## src/pkg/fault_mon_pkg.sv

```systemverilog
/*
  Constants for the communications fault monitor: register map, status
  bit positions, command codes and timing counts.
  Assumes a 250 MHz core clock and a 32-bit APB register bus.
*/
package fault_mon_pkg;
  // ----------------------------------------------------------------------
  // Register space
  // ----------------------------------------------------------------------
  localparam int REG_W = 16;
  localparam int ADDR_W = 9;
  localparam int PAGE_W = 3;
  localparam int IDX_W = ADDR_W - PAGE_W;
  localparam logic [2:0] PAGE_CTRL = 3'h0;
  localparam logic [2:0] PAGE_MEAS = 3'h1;
  localparam logic [2:0] PAGE_CFG = 3'h2;
  localparam logic [2:0] PAGE_CMD = 3'h3;
  localparam logic [2:0] PAGE_RSVD = 3'h4;
  localparam logic [5:0] IDX_STATUS = 6'h00;
  localparam logic [5:0] IDX_SCAN_COUNT = 6'h01;
  localparam logic [5:0] IDX_WDOG_PERIOD = 6'h02;
  localparam logic [5:0] IDX_CSUM_STORED = 6'h03;
  localparam int MEAS_REGS = 16;
  localparam logic [15:0] WDOG_PERIOD_RESET = 16'h0010;
  // ----------------------------------------------------------------------
  // Status register bits
  // ----------------------------------------------------------------------
  localparam int ST_CRC = 0;
  localparam int ST_COMMS_FAIL = 1;
  localparam int ST_BUF_FAULT = 2;
  localparam int ST_OVERRUN = 3;
  localparam int ST_UNDERRUN = 4;
  localparam int ST_WDOG = 5;
  localparam int ST_CSUM = 6;
  localparam int ST_BUSY = 7;
  localparam int ST_SLEEP = 8;
  localparam int ST_FLAGS = 7;
  // ----------------------------------------------------------------------
  // Command codes, written as the index of a page 3 register
  // ----------------------------------------------------------------------
  localparam logic [5:0] CMD_SCAN_VOLT = 6'h01;
  localparam logic [5:0] CMD_SCAN_TEMP = 6'h02;
  localparam logic [5:0] CMD_MEASURE = 6'h03;
  localparam logic [5:0] CMD_SCAN_MUX = 6'h04;
  localparam logic [5:0] CMD_CALC_CSUM = 6'h05;
  localparam logic [5:0] CMD_CHECK_CSUM = 6'h06;
  // ----------------------------------------------------------------------
  // Timing
  // ----------------------------------------------------------------------
  localparam int CLK_PERIOD_PS = 4000;
  localparam int REPLY_TIMEOUT_NS = 2000;
  localparam int REPLY_TIMEOUT_CYC = (REPLY_TIMEOUT_NS * 1000) / CLK_PERIOD_PS;
  localparam int WDOG_TICK_NS = 1000;
  localparam int WDOG_TICK_CYC = (WDOG_TICK_NS * 1000) / CLK_PERIOD_PS;
  localparam logic [15:0] MISR_POLY = 16'h8016;
endpackage : fault_mon_pkg

```

## src/verilog/fault_misr.sv

```systemverilog
/*
  Multiple-input shift register that folds a stream of words into one
  signature. Assumes the caller clears it before each pass.
*/
`timescale 1ns/1ps
`default_nettype none
module fault_misr #(
  parameter int W = 16,
  parameter logic [15:0] POLY = 16'h8016
) (
  input wire logic clk,
  input wire logic rst_n,
  input wire logic clear,
  input wire logic shift_en,
  input wire logic [W-1:0] din,
  output logic [W-1:0] sig
);
  // Clear has priority so a new pass never inherits the old signature.
  always_ff @(posedge clk or negedge rst_n) begin
    if (!rst_n) begin
      sig <= '0;
    end else if (clear) begin
      sig <= '0;
    end else if (shift_en) begin
      sig <= ({sig[W-2:0], 1'b0} ^ (sig[W-1] ? POLY[W-1:0] : '0)) ^ din;
    end
  end
endmodule : fault_misr
`default_nettype wire

```

## src/verilog/fault_fifo.sv

```systemverilog
/*
  Communications FIFO between the host serial side and the chain side.
  Each entry carries a parity bit checked on the way out. Assumes push and
  pop are single-cycle strobes on the core clock.
*/
`timescale 1ns/1ps
`default_nettype none
module fault_fifo #(
  parameter int W = 8,
  parameter int DEPTH = 8
) (
  input wire logic clk,
  input wire logic rst_n,
  input wire logic push,
  input wire logic [W-1:0] push_data,
  input wire logic pop,
  output logic [W-1:0] pop_data,
  output logic pop_valid,
  output logic overrun,
  output logic underrun,
  output logic parity_err
);
  localparam int AW = $clog2(DEPTH);
  logic [W:0] mem_reg [DEPTH];
  logic [AW-1:0] wr_ptr_reg, rd_ptr_reg;
  logic [AW:0] count_reg;
  logic full, empty, do_push, do_pop;

  assign full = (count_reg == (AW+1)'(DEPTH));
  assign empty = (count_reg == '0);
  assign do_push = push && !full;
  assign do_pop = pop && !empty;

  // A push into a full buffer is dropped so stored entries survive.
  always_ff @(posedge clk) begin
    if (do_push) begin
      mem_reg[wr_ptr_reg] <= {^push_data, push_data};
    end
  end

  // Pointers and fill level.
  always_ff @(posedge clk or negedge rst_n) begin
    if (!rst_n) begin
      wr_ptr_reg <= '0;
      rd_ptr_reg <= '0;
      count_reg <= '0;
    end else begin
      if (do_push) wr_ptr_reg <= AW'((wr_ptr_reg + 1'b1) % DEPTH);
      if (do_pop) rd_ptr_reg <= AW'((rd_ptr_reg + 1'b1) % DEPTH);
      count_reg <= count_reg + (AW+1)'(do_push) - (AW+1)'(do_pop);
    end
  end

  // Output word and one-cycle fault strobes.
  always_ff @(posedge clk or negedge rst_n) begin
    if (!rst_n) begin
      pop_data <= '0;
      pop_valid <= 1'b0;
      overrun <= 1'b0;
      underrun <= 1'b0;
      parity_err <= 1'b0;
    end else begin
      pop_valid <= do_pop;
      overrun <= push && full;
      underrun <= pop && empty;
      parity_err <= do_pop && (^mem_reg[rd_ptr_reg]);
      if (do_pop) pop_data <= mem_reg[rd_ptr_reg][W-1:0];
    end
  end
endmodule : fault_fifo
`default_nettype wire

```

## src/verilog/comms_fault_monitor.sv

```systemverilog
/*
  Communications fault supervision and paged register space of a stacked
  battery monitor: CRC fault response, chain reply timeout, scan counters,
  FIFO fault flags, communications watchdog and the page 2 checksum.
  Assumes a serial front end on the core clock that presents decoded
  commands with a CRC verdict, a sampled chain clock pin and an APB master.
*/
// Contract
// RQ1: Bad CRC gets NAK and error flag. The code gives neither while asleep or in the cycle of a page 3 APB write.
// RQ2: Missing chain reply gives comms-failure response.
// RQ3: Host treats missing reply as failure.
// RQ4: Voltage scan increments measurement counter.
// RQ5: Temperature, measure, mux scans increment diagnostic counter.
// RQ6: FIFO parity failure sets buffer fault.
// RQ7: Push into full FIFO sets overrun.
// RQ8: Chain pop from empty FIFO sets underrun.
// RQ9: Valid command restarts watchdog; expiry sets flag.
// RQ10: Expiry sleeps, stops scans, keeps flag.
// RQ11: Host tests watchdog with shortest period.
// RQ12: Registers are 16 bits, 9-bit address.
// RQ13: Upper three address bits select page.
// RQ14: Page 1 measurements, page 3 commands.
// RQ15: Pages 1,3 outside checksum; 4-7 reserved.
// RQ16: Calculate command signs all page 2.
// RQ17: Check command recomputes and flags mismatch.
// RQ18: Host ignores reserved bits, writes zero.
// RQ19: Host recalculates checksum after page 2 change.
// RQ20: Counters wrap; flags stay until cleared.
`timescale 1ns/1ps
`default_nettype none
module comms_fault_monitor
  import fault_mon_pkg::*;
#(
  parameter int CFG_REGS = 8,
  parameter int FIFO_DEPTH = 8,
  parameter int WDOG_TICK = fault_mon_pkg::WDOG_TICK_CYC
) (
  input wire logic clk,
  input wire logic rst_n,
  input wire logic psel,
  input wire logic penable,
  input wire logic pwrite,
  input wire logic [10:0] paddr,
  input wire logic [31:0] pwdata,
  output logic [31:0] prdata,
  output logic pready,
  output logic pslverr,
  input wire logic cmd_valid,
  input wire logic [5:0] cmd_code,
  input wire logic cmd_crc_ok,
  output logic nak,
  input wire logic fwd_start,
  input wire logic chain_reply,
  output logic comms_fail,
  input wire logic spi_byte_valid,
  input wire logic [7:0] spi_byte,
  input wire logic chain_clk,
  output logic [7:0] chain_data,
  output logic chain_data_valid,
  input wire logic meas_wr,
  input wire logic [3:0] meas_idx,
  input wire logic [15:0] meas_data,
  input wire logic wake,
  output logic sleep,
  output logic scan_enable
);
  import fault_mon_pkg::*;

  // ----------------------------------------------------------------------
  // Declarations
  // ----------------------------------------------------------------------
  typedef enum logic [1:0] {CS_IDLE = 2'b00, CS_RUN = 2'b01,
    CS_DONE = 2'b11} csum_state_e;
  localparam int CW = $clog2(CFG_REGS);
  csum_state_e cs_state_reg;
  logic cs_check_reg;
  logic [CW-1:0] cs_idx_reg;
  logic [REG_W-1:0] cfg_reg [CFG_REGS];
  logic [REG_W-1:0] meas_reg [MEAS_REGS];
  logic [REG_W-1:0] csum_stored_reg, wdog_period_reg, sig;
  logic [7:0] meas_cnt_reg, diag_cnt_reg;
  logic [ST_FLAGS-1:0] flags_reg, flag_set, flag_clr;
  logic [1:0] cclk_sync_reg, wake_sync_reg;
  logic cclk_prev_reg;
  logic chain_pop, ff_over, ff_under, ff_par;
  logic [15:0] reply_cnt_reg;
  logic reply_wait_reg;
  logic [31:0] wdog_cnt_reg;
  logic [31:0] wdog_limit;
  logic wdog_expire;
  logic [ADDR_W-1:0] reg_addr;
  logic [PAGE_W-1:0] page;
  logic [IDX_W-1:0] idx;
  logic bus_setup, bus_access, bus_wr, mapped;
  logic apb_cmd, good_cmd, any_cmd;
  logic [5:0] code;
  logic [REG_W-1:0] rd_val;

  // ----------------------------------------------------------------------
  // APB decode
  // ----------------------------------------------------------------------
  // Each 16-bit register sits in the low half of an aligned word.
  assign reg_addr = paddr[10:2]; // RQ12
  assign page = reg_addr[8:6]; // RQ13
  assign idx = reg_addr[5:0]; // RQ13
  assign bus_setup = psel && !penable;
  assign bus_access = psel && penable && pready;
  assign bus_wr = bus_access && pwrite && !pslverr;

  // Reserved pages and holes answer with an error and no side effect.
  always_comb begin
    mapped = 1'b0;
    rd_val = '0;
    unique case (page)
      PAGE_CTRL: begin
        mapped = (idx <= IDX_CSUM_STORED);
        if (idx == IDX_STATUS) begin
          rd_val = REG_W'({sleep, cs_state_reg != CS_IDLE, flags_reg});
        end else if (idx == IDX_SCAN_COUNT) begin
          rd_val = {diag_cnt_reg, meas_cnt_reg};
        end else if (idx == IDX_WDOG_PERIOD) begin
          rd_val = wdog_period_reg;
        end else if (idx == IDX_CSUM_STORED) begin
          rd_val = csum_stored_reg;
        end
      end
      PAGE_MEAS: begin
        mapped = (idx < IDX_W'(MEAS_REGS)); // RQ14
        if (mapped) rd_val = meas_reg[idx[3:0]];
      end
      PAGE_CFG: begin
        mapped = (idx < IDX_W'(CFG_REGS));
        if (mapped) rd_val = cfg_reg[idx[CW-1:0]];
      end
      PAGE_CMD: mapped = pwrite; // RQ14
      default: mapped = 1'b0; // RQ15
    endcase
  end

  // Zero-wait answer: ready rises in the first access cycle.
  always_ff @(posedge clk or negedge rst_n) begin
    if (!rst_n) begin
      pready <= 1'b0;
      pslverr <= 1'b0;
      prdata <= '0;
    end else begin
      pready <= bus_setup;
      if (bus_setup) begin
        pslverr <= !mapped;
        prdata <= {16'h0000, (pwrite ? 16'h0000 : rd_val)};
      end
    end
  end

  // ----------------------------------------------------------------------
  // Commands
  // ----------------------------------------------------------------------
  // A page 3 write came over a checked bus, so it counts as correct.
  assign apb_cmd = bus_wr && (page == PAGE_CMD);
  assign code = apb_cmd ? idx : cmd_code;
  assign good_cmd = !sleep && (apb_cmd || (cmd_valid && cmd_crc_ok));
  assign any_cmd = apb_cmd || cmd_valid;

  // The NAK strobe answers the cycle after a CRC failure.
  always_ff @(posedge clk or negedge rst_n) begin
    if (!rst_n) begin
      nak <= 1'b0;
    end else begin
      nak <= cmd_valid && !cmd_crc_ok && !sleep && !apb_cmd; // RQ1
    end
  end

  // Reply-less scans are confirmed through free-running counters.
  always_ff @(posedge clk or negedge rst_n) begin
    if (!rst_n) begin
      meas_cnt_reg <= '0;
      diag_cnt_reg <= '0;
    end else if (good_cmd) begin
      if (code == CMD_SCAN_VOLT) begin
        meas_cnt_reg <= meas_cnt_reg + 8'h01; // RQ4 RQ20
      end
      if (code == CMD_SCAN_TEMP || code == CMD_MEASURE ||
          code == CMD_SCAN_MUX) begin
        diag_cnt_reg <= diag_cnt_reg + 8'h01; // RQ5 RQ20
      end
    end
  end

  // ----------------------------------------------------------------------
  // Chain reply timeout
  // ----------------------------------------------------------------------
  // A reply in the last counted cycle still wins over the timeout.
  always_ff @(posedge clk or negedge rst_n) begin
    if (!rst_n) begin
      reply_wait_reg <= 1'b0;
      reply_cnt_reg <= '0;
      comms_fail <= 1'b0;
    end else begin
      comms_fail <= 1'b0;
      if (fwd_start) begin
        reply_wait_reg <= 1'b1;
        reply_cnt_reg <= '0;
      end else if (reply_wait_reg) begin
        if (chain_reply) begin
          reply_wait_reg <= 1'b0;
        end else if (reply_cnt_reg == 16'(REPLY_TIMEOUT_CYC - 1)) begin
          reply_wait_reg <= 1'b0;
          comms_fail <= 1'b1; // RQ2
        end else begin
          reply_cnt_reg <= reply_cnt_reg + 16'h0001;
        end
      end
    end
  end

  // ----------------------------------------------------------------------
  // Chain clock sampling and FIFO
  // ----------------------------------------------------------------------
  // Two stages for the pin, then a third flop for the edge detector.
  always_ff @(posedge clk or negedge rst_n) begin
    if (!rst_n) begin
      cclk_sync_reg <= '0;
      cclk_prev_reg <= 1'b0;
      wake_sync_reg <= '0;
    end else begin
      cclk_sync_reg <= {cclk_sync_reg[0], chain_clk};
      cclk_prev_reg <= cclk_sync_reg[1];
      wake_sync_reg <= {wake_sync_reg[0], wake};
    end
  end
  assign chain_pop = cclk_sync_reg[1] && !cclk_prev_reg;

  fault_fifo #(
    .W(8),
    .DEPTH(FIFO_DEPTH)
  ) u_fifo (
    .clk(clk),
    .rst_n(rst_n),
    .push(spi_byte_valid),
    .push_data(spi_byte),
    .pop(chain_pop),
    .pop_data(chain_data),
    .pop_valid(chain_data_valid),
    .overrun(ff_over), // RQ7
    .underrun(ff_under), // RQ8
    .parity_err(ff_par) // RQ6
  );

  // ----------------------------------------------------------------------
  // Watchdog and sleep
  // ----------------------------------------------------------------------
  // Period is in ticks; zero disables so bring-up can run without it.
  assign wdog_limit = 32'(wdog_period_reg) * 32'(WDOG_TICK);
  assign wdog_expire = !sleep && (wdog_period_reg != '0) &&
    (wdog_cnt_reg >= wdog_limit - 32'd1);

  always_ff @(posedge clk or negedge rst_n) begin
    if (!rst_n) begin
      wdog_cnt_reg <= '0;
    end else if (good_cmd || sleep) begin
      wdog_cnt_reg <= '0; // RQ9
    end else if (wdog_expire) begin
      wdog_cnt_reg <= '0;
    end else begin
      wdog_cnt_reg <= wdog_cnt_reg + 32'd1;
    end
  end

  // Sleep stops scans until the wake pin is seen.
  always_ff @(posedge clk or negedge rst_n) begin
    if (!rst_n) begin
      sleep <= 1'b0;
      scan_enable <= 1'b1;
    end else if (wdog_expire) begin
      sleep <= 1'b1; // RQ10
      scan_enable <= 1'b0; // RQ10
    end else if (sleep && wake_sync_reg[1]) begin
      sleep <= 1'b0;
      scan_enable <= 1'b1;
    end
  end

  // ----------------------------------------------------------------------
  // Sticky flags, write one to clear, set wins over clear
  // ----------------------------------------------------------------------
  always_comb begin
    flag_set = '0;
    flag_set[ST_CRC] = cmd_valid && !cmd_crc_ok && !sleep && !apb_cmd;
    flag_set[ST_COMMS_FAIL] = reply_wait_reg && !fwd_start &&
      !chain_reply && reply_cnt_reg == 16'(REPLY_TIMEOUT_CYC - 1);
    flag_set[ST_BUF_FAULT] = ff_par; // RQ6
    flag_set[ST_OVERRUN] = ff_over;
    flag_set[ST_UNDERRUN] = ff_under;
    flag_set[ST_WDOG] = wdog_expire;
    flag_set[ST_CSUM] = (cs_state_reg == CS_DONE) && cs_check_reg &&
      (sig != csum_stored_reg); // RQ17
  end
  assign flag_clr = (bus_wr && page == PAGE_CTRL && idx == IDX_STATUS) ?
    pwdata[ST_FLAGS-1:0] : '0;

  always_ff @(posedge clk or negedge rst_n) begin
    if (!rst_n) begin
      flags_reg <= '0;
    end else begin
      flags_reg <= (flags_reg & ~flag_clr) | flag_set; // RQ20 RQ1 RQ9
    end
  end

  // ----------------------------------------------------------------------
  // Writable registers
  // ----------------------------------------------------------------------
  always_ff @(posedge clk or negedge rst_n) begin
    if (!rst_n) begin
      wdog_period_reg <= WDOG_PERIOD_RESET;
      for (int i = 0; i < CFG_REGS; i++) cfg_reg[i] <= '0;
      for (int i = 0; i < MEAS_REGS; i++) meas_reg[i] <= '0;
    end else begin
      if (bus_wr && page == PAGE_CTRL && idx == IDX_WDOG_PERIOD) begin
        wdog_period_reg <= pwdata[15:0];
      end
      if (bus_wr && page == PAGE_CFG) begin
        cfg_reg[idx[CW-1:0]] <= pwdata[15:0];
      end
      if (meas_wr) meas_reg[meas_idx] <= meas_data; // RQ14
    end
  end

  // ----------------------------------------------------------------------
  // Page 2 checksum
  // ----------------------------------------------------------------------
  // Only page 2 feeds the signature; measurements and commands change
  // constantly and would make the checksum useless.
  always_ff @(posedge clk or negedge rst_n) begin
    if (!rst_n) begin
      cs_state_reg <= CS_IDLE;
      cs_check_reg <= 1'b0;
      cs_idx_reg <= '0;
      csum_stored_reg <= '0;
    end else begin
      unique case (cs_state_reg)
        CS_IDLE: begin
          if (good_cmd && (code == CMD_CALC_CSUM ||
              code == CMD_CHECK_CSUM)) begin
            cs_state_reg <= CS_RUN;
            cs_check_reg <= (code == CMD_CHECK_CSUM);
            cs_idx_reg <= '0;
          end
        end
        CS_RUN: begin
          if (cs_idx_reg == CW'(CFG_REGS - 1)) begin
            cs_state_reg <= CS_DONE;
          end else begin
            cs_idx_reg <= cs_idx_reg + 1'b1;
          end
        end
        CS_DONE: begin
          if (!cs_check_reg) csum_stored_reg <= sig; // RQ16
          cs_state_reg <= CS_IDLE; // RQ17
        end
        default: cs_state_reg <= CS_IDLE;
      endcase
    end
  end

  fault_misr #(
    .W(REG_W),
    .POLY(MISR_POLY)
  ) u_misr (
    .clk(clk),
    .rst_n(rst_n),
    .clear(cs_state_reg == CS_IDLE),
    .shift_en(cs_state_reg == CS_RUN), // RQ15
    .din(cfg_reg[cs_idx_reg]),
    .sig(sig)
  );

  // ----------------------------------------------------------------------
  // Assertions
  // ----------------------------------------------------------------------
  a_nak_on_crc: assert property (@(posedge clk) disable iff (!rst_n)
    cmd_valid && !cmd_crc_ok && !sleep && !apb_cmd |=> nak && flags_reg[ST_CRC]) // RQ1
    else $error("bad CRC not answered with NAK");
  a_reply_timeout: assert property (@(posedge clk) disable iff (!rst_n)
    fwd_start ##1 (!chain_reply && !fwd_start)[*8] |-> !comms_fail) // RQ2
    else $error("comms failure raised too early");
  a_meas_count: assert property (@(posedge clk) disable iff (!rst_n)
    good_cmd && code == CMD_SCAN_VOLT |=>
      meas_cnt_reg == $past(meas_cnt_reg) + 8'h01) // RQ4
    else $error("measurement counter did not advance");
  a_diag_count: assert property (@(posedge clk) disable iff (!rst_n)
    good_cmd && code == CMD_MEASURE |=>
      diag_cnt_reg == $past(diag_cnt_reg) + 8'h01) // RQ5
    else $error("diagnostic counter did not advance");
  a_overrun_flag: assert property (@(posedge clk) disable iff (!rst_n)
    ff_over |=> flags_reg[ST_OVERRUN]) // RQ7
    else $error("overrun not flagged");
  a_underrun_flag: assert property (@(posedge clk) disable iff (!rst_n)
    ff_under |=> flags_reg[ST_UNDERRUN]) // RQ8
    else $error("underrun not flagged");
  a_wdog_sleep: assert property (@(posedge clk) disable iff (!rst_n)
    wdog_expire |=> sleep && !scan_enable && flags_reg[ST_WDOG]) // RQ10
    else $error("watchdog expiry did not sleep");
  a_rsvd_page: assert property (@(posedge clk) disable iff (!rst_n)
    bus_setup && paddr[10] |=> pslverr && pready) // RQ15
    else $error("reserved page not refused");
  a_csum_walk: assert property (@(posedge clk) disable iff (!rst_n)
    cs_state_reg == CS_IDLE ##1 cs_state_reg == CS_RUN |->
      ##(CFG_REGS) cs_state_reg == CS_DONE) // RQ16
    else $error("checksum pass length wrong");
  a_flag_sticky: assert property (@(posedge clk) disable iff (!rst_n)
    flags_reg[ST_WDOG] && flag_clr[ST_WDOG] == 1'b0 |=> flags_reg[ST_WDOG]) // RQ20
    else $error("fault flag dropped without clear");
endmodule : comms_fault_monitor
`default_nettype wire

```

## config.mk

```make
export PLATFORM = sky130hd
export DESIGN_NAME = comms_fault_monitor
export DESIGN_NICKNAME = d
export VERILOG_FILES = /design/src/pkg/fault_mon_pkg.sv /design/src/verilog/fault_misr.sv /design/src/verilog/fault_fifo.sv /design/src/verilog/comms_fault_monitor.sv
export SDC_FILE = /design/constraint.sdc
export NUM_CORES = 1
export LEC_CHECK = 0
export BUFFER_PORTS_ARGS = -buffer_cell sky130_fd_sc_hd__buf_4
export CORE_UTILIZATION = 25
export CTS_CLUSTER_DIAMETER = 150
export DETAILED_ROUTE_END_ITERATION = 12
export PLACE_DENSITY = 0.37
export SETUP_SLACK_MARGIN = 0.05
export SLEW_MARGIN = 20
export SYNTH_ARGS = -nofsm -noshare
export SYNTH_HDL_FRONTEND = slang
export SYNTH_SLANG_ARGS = --single-unit
```

## constraint.sdc

```tcl
create_clock -name clk -period 9.9 [get_ports clk]
set_clock_uncertainty 0.1 [all_clocks]
set_input_delay 0.99 -clock clk [delete_from_list [all_inputs] [get_ports clk]]
set_output_delay 0.99 -clock clk [all_outputs]
set_load 0.03 [all_outputs]
```

==> results of run 1 <==
==> kinds of logic after synthesis <==
logic type / Yosys count / share of synthesized area
compound gates: 445 / 0.0922
buf+inv: 280 / 0.0339
xor+xnor: 151 / 0.0402
fa+ha+maj: 160 / 0.0730
flops: 631 / 0.488
other cells: 1 / 0.000113
simple gates: 520 / 0.0777
mux: 522 / 0.195
==> routing by layer <==
metal  vias to the layer above  share of wire
met3                       163          0.043
met5                         -        0.00065
met2                       477           0.45
met4                        12          0.025
met1                     11700           0.48
li1                      10000              -
==> worst min-delay path by stage <==
| stage | endpoint | cells past startpoint | slack [ps] |
|---|---|---|---|
| after floorplan | cclk_sync_reg[1] | 0 | 230 |
| after global placement | wake_sync_reg[1] | 0 | 240 |
| after detailed placement | wake_sync_reg[1] | 0 | 240 |
| after CTS | wake_sync_reg[0] | 1 | 250 |
| after global routing | cclk_sync_reg[1] | 0 | 260 |
| final | cclk_sync_reg[1] | 0 | 250 |
==> Yosys cell counts, types with 44 or more instances <==
cell type | number | area share
dfrtp_1 | 557 | 0.42
mux2_2 | 419 | 0.14
nand2_1 | 167 | 0.019
clkbuf_1 | 142 | 0.016
nor2_1 | 107 | 0.012
ha_1 | 105 | 0.040
inv_1 | 102 | 0.012
a22oi_1 | 101 | 0.023
xnor2_1 | 89 | 0.024
a21oi_1 | 83 | 0.013
o21ai_0 | 77 | 0.012
edfxtp_1 | 72 | 0.065
xor2_1 | 61 | 0.016
fa_1 | 55 | 0.033
mux4_2 | 55 | 0.037
mux2i_1 | 48 | 0.015
nand3_1 | 44 | 0.0067
==> stage by stage <==
step | cell area [um2] | cells | utilization | setup WS [ps]
after floorplan | 33100 | 2725 | - | 2650
after global placement | 35900 | 4450 | 0.273 | 1670
after detailed placement | 35900 | 4450 | 0.273 | 1630
after CTS | 38600 | 4596 | 0.294 | 1570
after global routing | 38600 | 4596 | 0.294 | 1200
final | 38600 | 4598 | 0.294 | 1740
==> area by class of cell <==
type | instances | area share
sequential | 631 | 0.418
multi-input combinational | 1814 | 0.415
clock buffer | 117 | 0.0591
tap | 1755 | 0.0569
timing repair buffer | 147 | 0.0294
clock inverter | 29 | 0.0109
inverter | 103 | 0.0100
antenna | 2 | 0.000130
==> power by group through the flow <==
stage	clock network, mW	logic, mW	registers, mW
after floorplan	0	0.981	3.19
after global placement	0	1.37	3.23
after detailed placement	0	1.40	3.26
after CTS	3.12	1.41	3.21
after global routing	3.22	1.52	3.25
final	3.01	1.38	3.21
==> impl_metrics.csv, run 1 <==
group,metric,value,unit
grt,grtUsageTotal,0.162,
worst_setup_path,crit_cells,24,
cells_and_area,multi_input_comb_area,16000,um2
drt,via_count,22400,
grt,met3_usage,0.0274,
worst_setup_path,critical-path-top-delay-family,"adder cells",
drt,drc,0,
grt,met2_usage,0.250,
die,die_h,366,um
die,dieArea,134000,um2
cells_and_area,final_cell_mix,"dfrtp_1 (556), mux2_2 (419), nand2_1 (166)",
placed_design,portBuffers,102,
grt,grt_max_degree,167,
clock_network,worstSkewPairLatency,680,ps
worst_setup_path,rr_endpoint,"wdog_cnt_reg[21]",
yosys,synth_ff_type,"dfrtp_1",
die,rows,133,
cells_and_area,final_common_cell,"dfrtp_1",
sta,clock.fmax,123,MHz
worst_setup_path,critPathKind,"reg2reg",
die,top_level_ports,137,
worst_setup_path,cp-startpoint,"wdog_period_reg[4]",
grt,grt_first_pass_wirelength,163000,um
worst_setup_path,end_kind,"register",
yosys,async_reset_ff_frac,0.886,
sta,min_period,8160,ps
run,maxCapViolCount,0,
clock_network,post-cts-setup-buffers,0,
worst_setup_path,r2r_slack,1740,ps
yosys,synth_edf_count,72,
clock_network,clock_path_buffers,3,
sta,worstMarginPinSlew,1100,ps
cells_and_area,drive_above_1_share,0.279,
worst_setup_path,r2r_cells,24,
grt,antenna_found_initial,10,
clock_network,clock_sinks,631,
worst_setup_path,crit_arrival,8600,ps
placed_design,gp_congestion,0.774,
sta,setup_violations,0,
power_and_ir_drop,p_switching,2.16,mW
cells_and_area,seqCellArea,16200,um2
worst_setup_path,crit_chain,"inv_1 -> fa_1 -> fa_1 -> fa_1 -> fa_1 -> inv_1 -> ha_1 -> a21o_1 -> or3_4 -> a2111oi_4 -> o221ai_2 -> or4_4 -> nor2_1 -> xnor2_1 -> ha_1 -> a21o_1 -> a21o_1 -> a21o_1 -> a21o_1 -> a211o_1 -> a221oi_1 -> nor3_2 -> buf_4 -> nor4_1",
sta,hold_viol_final,0,
power_and_ir_drop,combPwrFrac,0.182,
clock_network,cts_tree,"done",
cells_and_area,largest_reg_flops,256,
sta,finalCritPeriodShare,0.824,
worst_setup_path,slowest_stage,"a221oi_1",
worst_setup_path,start_kind,"register",
cells_and_area,n_fill_cell,13300,
worst_setup_path,crit_end,"wdog_cnt_reg[21]",
clock_network,root_buffer,"clkbuf_16",
clock_network,cts_made_buffers,79,
yosys,ys_seq_elements,631,
grt,grt.overflow.total,0,
power_and_ir_drop,intPower,5.43,mW
worst_setup_path,cpMostUsedCell,"a21o_1",
sta,whs,249,ps
clock_network,cts_hold_buffers,0,
yosys,avgSynthCellArea,12.2,um2
sta,slew_headroom,0.262,
die,die_x,366,um
drt,final_antenna_net_count,0,
die,start_util,0.252,
power_and_ir_drop,p_leak,16.4,nW
drt,totalWireLength,108000,um
run_status,status,"finished, final reports clean",
power_and_ir_drop,seqPwrFrac,0.422,
sta,tns,0,ps
yosys,syn_area,33100,um2
worst_setup_path,cp.required,10340,ps
worst_setup_path,max_stage_delay,650,ps
sta,slew_viol_final,0,
grt,grt_use_met1,0.229,
power_and_ir_drop,powerDensity,197,nW/um2
power_and_ir_drop,ir_drop,0.107,mV
min_path,hp-class,"reg2reg",
worst_setup_path,path_max_fanout,30,
drt,vias_per_cell,4.87,
placed_design,hpwl,70900,um
yosys,synthCells,2710,
drt,drt_iter0_drc,1362,
min_path,hp-start,"cclk_sync_reg[0]",
power_and_ir_drop,p_total,7.59,mW
sta,grt_setup_unrepaired,"false",
clock_network,cts_resized,0,
yosys,yosysWarnings,0,
yosys,synth.distinct_cells,79,
die,core,131000,um2
drt,drt_first_pass_iters,7,
cells_and_area,finalNetCount,3026,
power_and_ir_drop,p_clk_frac,0.396,
yosys,yosysSeqAreaShare,0.488,
worst_setup_path,r2r_start,"wdog_period_reg[4]",
power_and_ir_drop,swShare,0.285,
clock_network,htreeDepth,3,
cells_and_area,area.growth.synth_to_final,16.7,%
drt,avgRoutedWirePerCell,23.6,um
grt,grt_pass1_vias,24000,
grt,busiest_layer,"met2",
clock_network,path_clk_slew,60,ps
worst_setup_path,path_buf_inv,3,
(Power assumes the default switching activity.)
==> run 2: changes to the inputs <==
--- a/config.mk
+++ b/config.mk
@@ -5,6 +5,7 @@
 export SDC_FILE = /design/constraint.sdc
 export NUM_CORES = 1
 export LEC_CHECK = 0
+export ABC_AREA = 1
 export BUFFER_PORTS_ARGS = -buffer_cell sky130_fd_sc_hd__buf_4
 export CORE_UTILIZATION = 25
 export CTS_CLUSTER_DIAMETER = 150
==> constraint.sdc (replaced) <==
create_clock -name clk -period 8.3 [get_ports clk]
set_clock_uncertainty 0.1 [all_clocks]
set_input_delay 0.83 -clock clk [delete_from_list [all_inputs] [get_ports clk]]
set_output_delay 0.83 -clock clk [all_outputs]
set_load 0.03 [all_outputs]
==> run 2 against run 1 <==
  * Die area grew 5.2%
  * First-iteration DRC count grew 60%
  * Design area grew 4.3%
==> impl_metrics.csv, run 2 <==
group,metric,value,unit
run_status,status,"finished, final reports clean",
die,die_h,375,um
cells_and_area,final_cells,6228,
worst_setup_path,end_kind,"register",
yosys,synth_ff_type,"dfrtp_1",
drt,drt_iter0_drc,2182,
die,dieArea,141000,um2
clock_network,path_clk_slew,60,ps
sta,min_period,7070,ps
worst_setup_path,critPathKind,"reg2reg",
clock_network,cts_made_buffers,84,
yosys,yosys.area.top_type_share,0.400,
yosys,synth_edf_count,72,
cells_and_area,multi_input_comb_area,15800,um2
worst_setup_path,crit_arrival,7490,ps
drt,final_antenna_net_count,0,
drt,via_count,29100,
sta,clock.fmax,142,MHz
yosys,syn_area,34800,um2
cells_and_area,final_common_cell,"nand2_1",
grt,grtUsageTotal,0.183,
worst_setup_path,cp.required,8720,ps
die,die_x,375,um
clock_network,clock_path_buffers,3,
cells_and_area,final_cell_mix,"nand2_1 (1,202), dfrtp_1 (556), o21ai_0 (526)",
die,start_util,0.253,
yosys,synthTopCellsByCount,"nand2_1 (1,204), dfrtp_1 (557), o21ai_0 (526)",
worst_setup_path,start_kind,"register",
yosys,synth.distinct_cells,63,
placed_design,pre_cts_slack,1210,ps
die,top_level_ports,137,
power_and_ir_drop,ir_drop,0.160,mV
cells_and_area,drive_above_1_share,0.0882,
sta,grt_setup_unrepaired,"false",
clock_network,cts_hold_buffers,0,
grt,antenna_found_initial,5,
placed_design,gp_congestion,0.818,
sta,fin_ws,1230,ps
placed_design,hpwl,86000,um
cells_and_area,area.growth.synth_to_final,15.7,%
sta,setup_violations,0,
sta,slew_headroom,0.299,
grt,grt_max_degree,133,
yosys,avgSynthCellArea,8.04,um2
die,core,138000,um2
sta,tns,0,ps
yosys,yosysSeqAreaShare,0.464,
grt,grt_pass1_vias,28800,
clock_network,cts_resized,0,
sta,hold_viol_final,0,
sta,slew_viol_final,0,
yosys,yosys-top-cells-area,"dfrtp_1 (40%), nand2_1 (13%), o21ai_0 (7.6%), edfxtp_1 (6.2%), inv_1 (5.6%)",
yosys,async_reset_ff_frac,0.886,
clock_network,htreeDepth,3,
yosys,synthCells,4329,
worst_setup_path,slowest_stage,"fa_1",
cells_and_area,seqCellArea,16200,um2
drt,vias_per_cell,4.68,
cells_and_area,finalNetCount,4615,
worst_setup_path,max_stage_delay,530,ps
drt,avgRoutedWirePerCell,20.6,um
min_path,hp-class,"in2async",
clock_network,root_buffer,"clkbuf_16",
die,rows,136,
cells_and_area,n_antenna_cell,0,
drt,totalWireLength,128000,um
power_and_ir_drop,p_leak,19.2,nW
sta,worstMarginPinSlew,1050,ps
placed_design,portBuffers,102,
yosys,yosysMostFrequentCell,"nand2_1",
grt,grt_first_pass_wirelength,192000,um
drt,drc,0,
placed_design,dp.cells,6073,
clock_network,worstSkewPairLatency,710,ps
clock_network,cts_tree,"done",
grt,grt.overflow.total,0,
drt,drt_first_pass_iters,5,
yosys,synth_top_area_cell,"dfrtp_1",
sta,finalCritPeriodShare,0.851,
yosys,yosysWarnings,0,
cells_and_area,largest_reg_flops,256,
clock_network,post-cts-setup-buffers,0,
clock_network,clock_sinks,631,
worst_setup_path,path_max_fanout,21,
yosys,ys_seq_elements,631,
power_and_ir_drop,powerDensity,244,nW/um2
cells_and_area,n_fill_cell,14900,
run,maxCapViolCount,0,
[run 2: cell count changes in the layout (fill, tap and decap cells not counted), sizes merged, moves of 26 or more]
cell | previous run | this run
a21oi | 84 | 199
a221oi | 34 | 8
a22oi | 101 | 30
inv | 105 | 535
mux2 | 419 | 24
mux2i | 48 | 0
mux4 | 55 | 0
nand2 | 167 | 1209
nand3 | 44 | 218
nand4 | 34 | 63
nor2 | 107 | 191
o21ai | 90 | 541
o22ai | 6 | 69
xnor2 | 90 | 18
[run 2: worst max-delay path: cells and delay by family, from the launching register on]
kind,cells,cell delay [ps]
fa+ha+maj,6,2930
simple gates,14,2160
buf+inv,8,970
flops,1,400
compound gates,2,330
[run 2: metal layers]
metal  routed length [um]  track usage  part of all wire  vias up
li1                     -            -                 -    14200
met4                 3680       0.0595             0.029        2
met3                 7420       0.0334             0.058      149
met2                55500        0.277              0.43      717
met1                61500        0.261              0.48    14100
met5                   14            0           0.00011        -
[run 2: cells by family (layout without fill, tap and decap cells)]
group	count (synthesis)	count (layout)	share of synthesized area
buffers and inverters	764	854	0.0860
other	1	16	0.000108
XOR/XNOR	59	59	0.0148
adder cells (fa/ha/maj)	160	160	0.0694
flip-flops	631	631	0.464
AND/OR/NAND/NOR	1771	1771	0.213
multiplexers	24	24	0.00776
AO/OA/AOI/OAI	919	919	0.145
[run 2: worst paths after layout]
kind	depth (start not counted)	from	slack (ps)	endpoint
setup / recovery	30	wdog_period_reg[10]	1230	wdog_cnt_reg[21]
hold / removal	1	rst_n	60	meas_reg[123]
setup reg to reg	30	wdog_period_reg[10]	1230	wdog_cnt_reg[21]
hold reg to reg	0	wake_sync_reg[0]	250	wake_sync_reg[1]
max in group asynchronous	3	rst_n	6280	meas_reg[136]
min in group clk	1	wake	180	wake_sync_reg[0]
[run 2: final cells by class]
cell class / count / area share
Multi-Input combinational cell: 2949 / 0.393
Tap cell: 1794 / 0.0557
Inverter: 537 / 0.0500
Timing Repair Buffer: 162 / 0.0311
Sequential cell: 631 / 0.401
Clock inverter: 30 / 0.00956
Clock buffer: 125 / 0.0600
[run 2: metrics by stage]
step           instance area (um2)  power, mW  utilization  hold slack [ps]
4_1_cts                      40300       9.97        0.292             69.4
6_report                     40300       9.81        0.292             64.2
3_3_place_gp                 37500       6.14        0.272              234
3_5_place_dp                 37500       6.16        0.272              238
2_1_floorplan                34900       5.34            -              231
5_1_grt                      40300       10.4        0.292             97.5
[run 2: power breakdown]
part           internal [mW]  switching [mW]  leakage, nW
registers               3.58           0.258         7.34
clock network           2.21            1.52         1.37
logic                  0.691            1.55         10.4
total                   6.48            3.33         19.2
==> run 3: changes to the inputs <==
--- a/config.mk
+++ b/config.mk
@@ -8,9 +8,8 @@
 export ABC_AREA = 1
 export BUFFER_PORTS_ARGS = -buffer_cell sky130_fd_sc_hd__buf_4
 export CORE_UTILIZATION = 25
-export CTS_CLUSTER_DIAMETER = 150
+export CTS_CLUSTER_DIAMETER = 200
 export DETAILED_ROUTE_END_ITERATION = 12
-export PLACE_DENSITY = 0.37
 export SETUP_SLACK_MARGIN = 0.05
 export SLEW_MARGIN = 20
 export SYNTH_ARGS = -nofsm -noshare
==> run 3 against run 2 <==
  * Design area is 0.80% lower
  * Combinational power is 5% lower
  * Final cell count is 0.51% lower
  * Routed wire length is 15% lower
  * Maximum frequency hardly changed
  * Worst hold slack better by 10 ps
  * Largest cell class unchanged
  * Largest power group unchanged
==> impl_metrics.csv, run 3 (synthesis results as in run 2) <==
group,metric,value,unit
drt,final_antenna_net_count,0,
die,start_util,0.253,
clock_network,post-cts-setup-buffers,0,
sta,grt_setup_unrepaired,"false",
cells_and_area,fin_util,0.290,
clock_network,clock_sinks,631,
clock_network,path_clk_slew,60,ps
cells_and_area,finalNetCount,4595,
die,core,138000,um2
cells_and_area,area.growth.synth_to_final,14.8,%
grt,antenna_found_initial,11,
min_path,hp-class,"in2async",
clock_network,htreeDepth,3,
drt,drt_iter0_drc,2547,
worst_setup_path,max_stage_delay,510,ps
drt,via_count,29600,
grt,grt_pass1_vias,28400,
sta,finalCritPeriodShare,0.851,
clock_network,root_buffer,"clkbuf_16",
clock_network,cts_tree,"done",
die,die_x,375,um
sta,slew_headroom,0.298,
worst_setup_path,r2r_cells,31,
run,maxCapViolCount,0,
die,top_level_ports,137,
worst_setup_path,crit_arrival,7510,ps
grt,grt_first_pass_wirelength,170000,um
worst_setup_path,path_max_fanout,32,
power_and_ir_drop,p_leak,19.0,nW
worst_setup_path,r2r_start,"wdog_period_reg[10]",
worst_setup_path,critPathKind,"reg2reg",
drt,totalWireLength,109000,um
clock_network,clock_path_buffers,3,
power_and_ir_drop,p_total,9.45,mW
grt,grt_max_degree,168,
die,die_h,375,um
clock_network,cts_hold_buffers,0,
worst_setup_path,rr_endpoint,"wdog_cnt_reg[18]",
die,rows,136,
sta,hold_viol_final,0,
cells_and_area,final_common_cell,"nand2_1",
placed_design,place_area,37400,um2
clock_network,cts_resized,0,
grt,grt.overflow.total,0,
drt,avgRoutedWirePerCell,17.6,um
power_and_ir_drop,powerDensity,236,nW/um2
cells_and_area,final_cell_mix,"nand2_1 (1,202), dfrtp_1 (556), o21ai_0 (526)",
cells_and_area,fin_area,40000,um2
drt,drt_first_pass_iters,6,
sta,tns,0,ps
clock_network,cts_made_buffers,72,
cells_and_area,drive_above_1_share,0.0827,
die,dieArea,141000,um2
clock_network,worstSkewPairLatency,680,ps
sta,slew_viol_final,0,
drt,drc,0,
sta,worstMarginPinSlew,1050,ps
worst_setup_path,start_kind,"register",
grt,grtUsageTotal,0.155,
drt,vias_per_cell,4.77,
cells_and_area,largest_reg_flops,256,
power_and_ir_drop,ir_drop,0.146,mV
sta,setup_violations,0,
placed_design,hpwl,73400,um
worst_setup_path,end_kind,"register",
worst_setup_path,crit_end,"wdog_cnt_reg[18]",
worst_setup_path,cp-startpoint,"wdog_period_reg[10]",
sta,min_period,7070,ps
worst_setup_path,cpMostUsedCell,"nand2_1",
worst_setup_path,slowest_stage,"fa_1",
placed_design,gp_congestion,0.906,
sta,clock.fmax,141,MHz
placed_design,portBuffers,102,
run_status,status,"finished, final reports clean",
worst_setup_path,r2r_slack,1230,ps
worst_setup_path,cp.required,8740,ps
run 3: area by class of cell:
cell class	instances	area, um2
fillers	14600	97900
flip-flops and latches	631	16200
multi-input cells	2949	15800
well taps	1794	2240
clock buffers	97	2020
inverters	537	2020
repair buffers	154	1190
clock inverters	32	546
diodes	2	5.00
run 3: metal layers:
layer / vias up / GRT usage / routed length, um
li1: 14200 / - / -
met1: 14200 / 0.211 / 48600
met2: 1003 / 0.242 / 48400
met3: 167 / 0.0321 / 8960
met4: 8 / 0.0508 / 2970
met5: - / 0 / 37
run 3: worst max-delay path: cells and delay by family (launching register included):
family                   cells  cell delay, ps
adder cells (fa/ha/maj)      6            2850
buffers and inverters        8             960
flip-flops                   1             400
AO/OA/AOI/OAI                1             230
AND/OR/NAND/NOR             16            2340
run 3: worst min path at each step:
stage | startpoint | end | slack, ps | depth (start not counted)
CTS | rst_n | meas_reg[229] | 60 | 1
finish | rst_n | meas_reg[235] | 70 | 1
floorplan | cclk_sync_reg[0] | cclk_sync_reg[1] | 230 | 0
global placement | cclk_sync_reg[0] | cclk_sync_reg[1] | 240 | 0
detailed placement | wake_sync_reg[0] | wake_sync_reg[1] | 250 | 0
global route | rst_n | meas_reg[235] | 120 | 1
run 3: metrics by stage:
stage / hold WS [ps] / setup WS, ps / cells
floorplan: 231 / 2450 / 4344
global placement: 236 / 1350 / 6064
detailed placement: 246 / 1260 / 6064
CTS: 64.1 / 1220 / 6193
global route: 121 / 737 / 6194
finish: 74.7 / 1230 / 6196
run 3: where the power goes:
group	total [mW]	switching [mW]	leakage, nW	internal, mW
clock	3.47	1.43	1.25	2.05
combinational	2.13	1.45	10.4	0.680
sequential	3.85	0.268	7.34	3.58
total	9.45	3.14	19.0	6.31
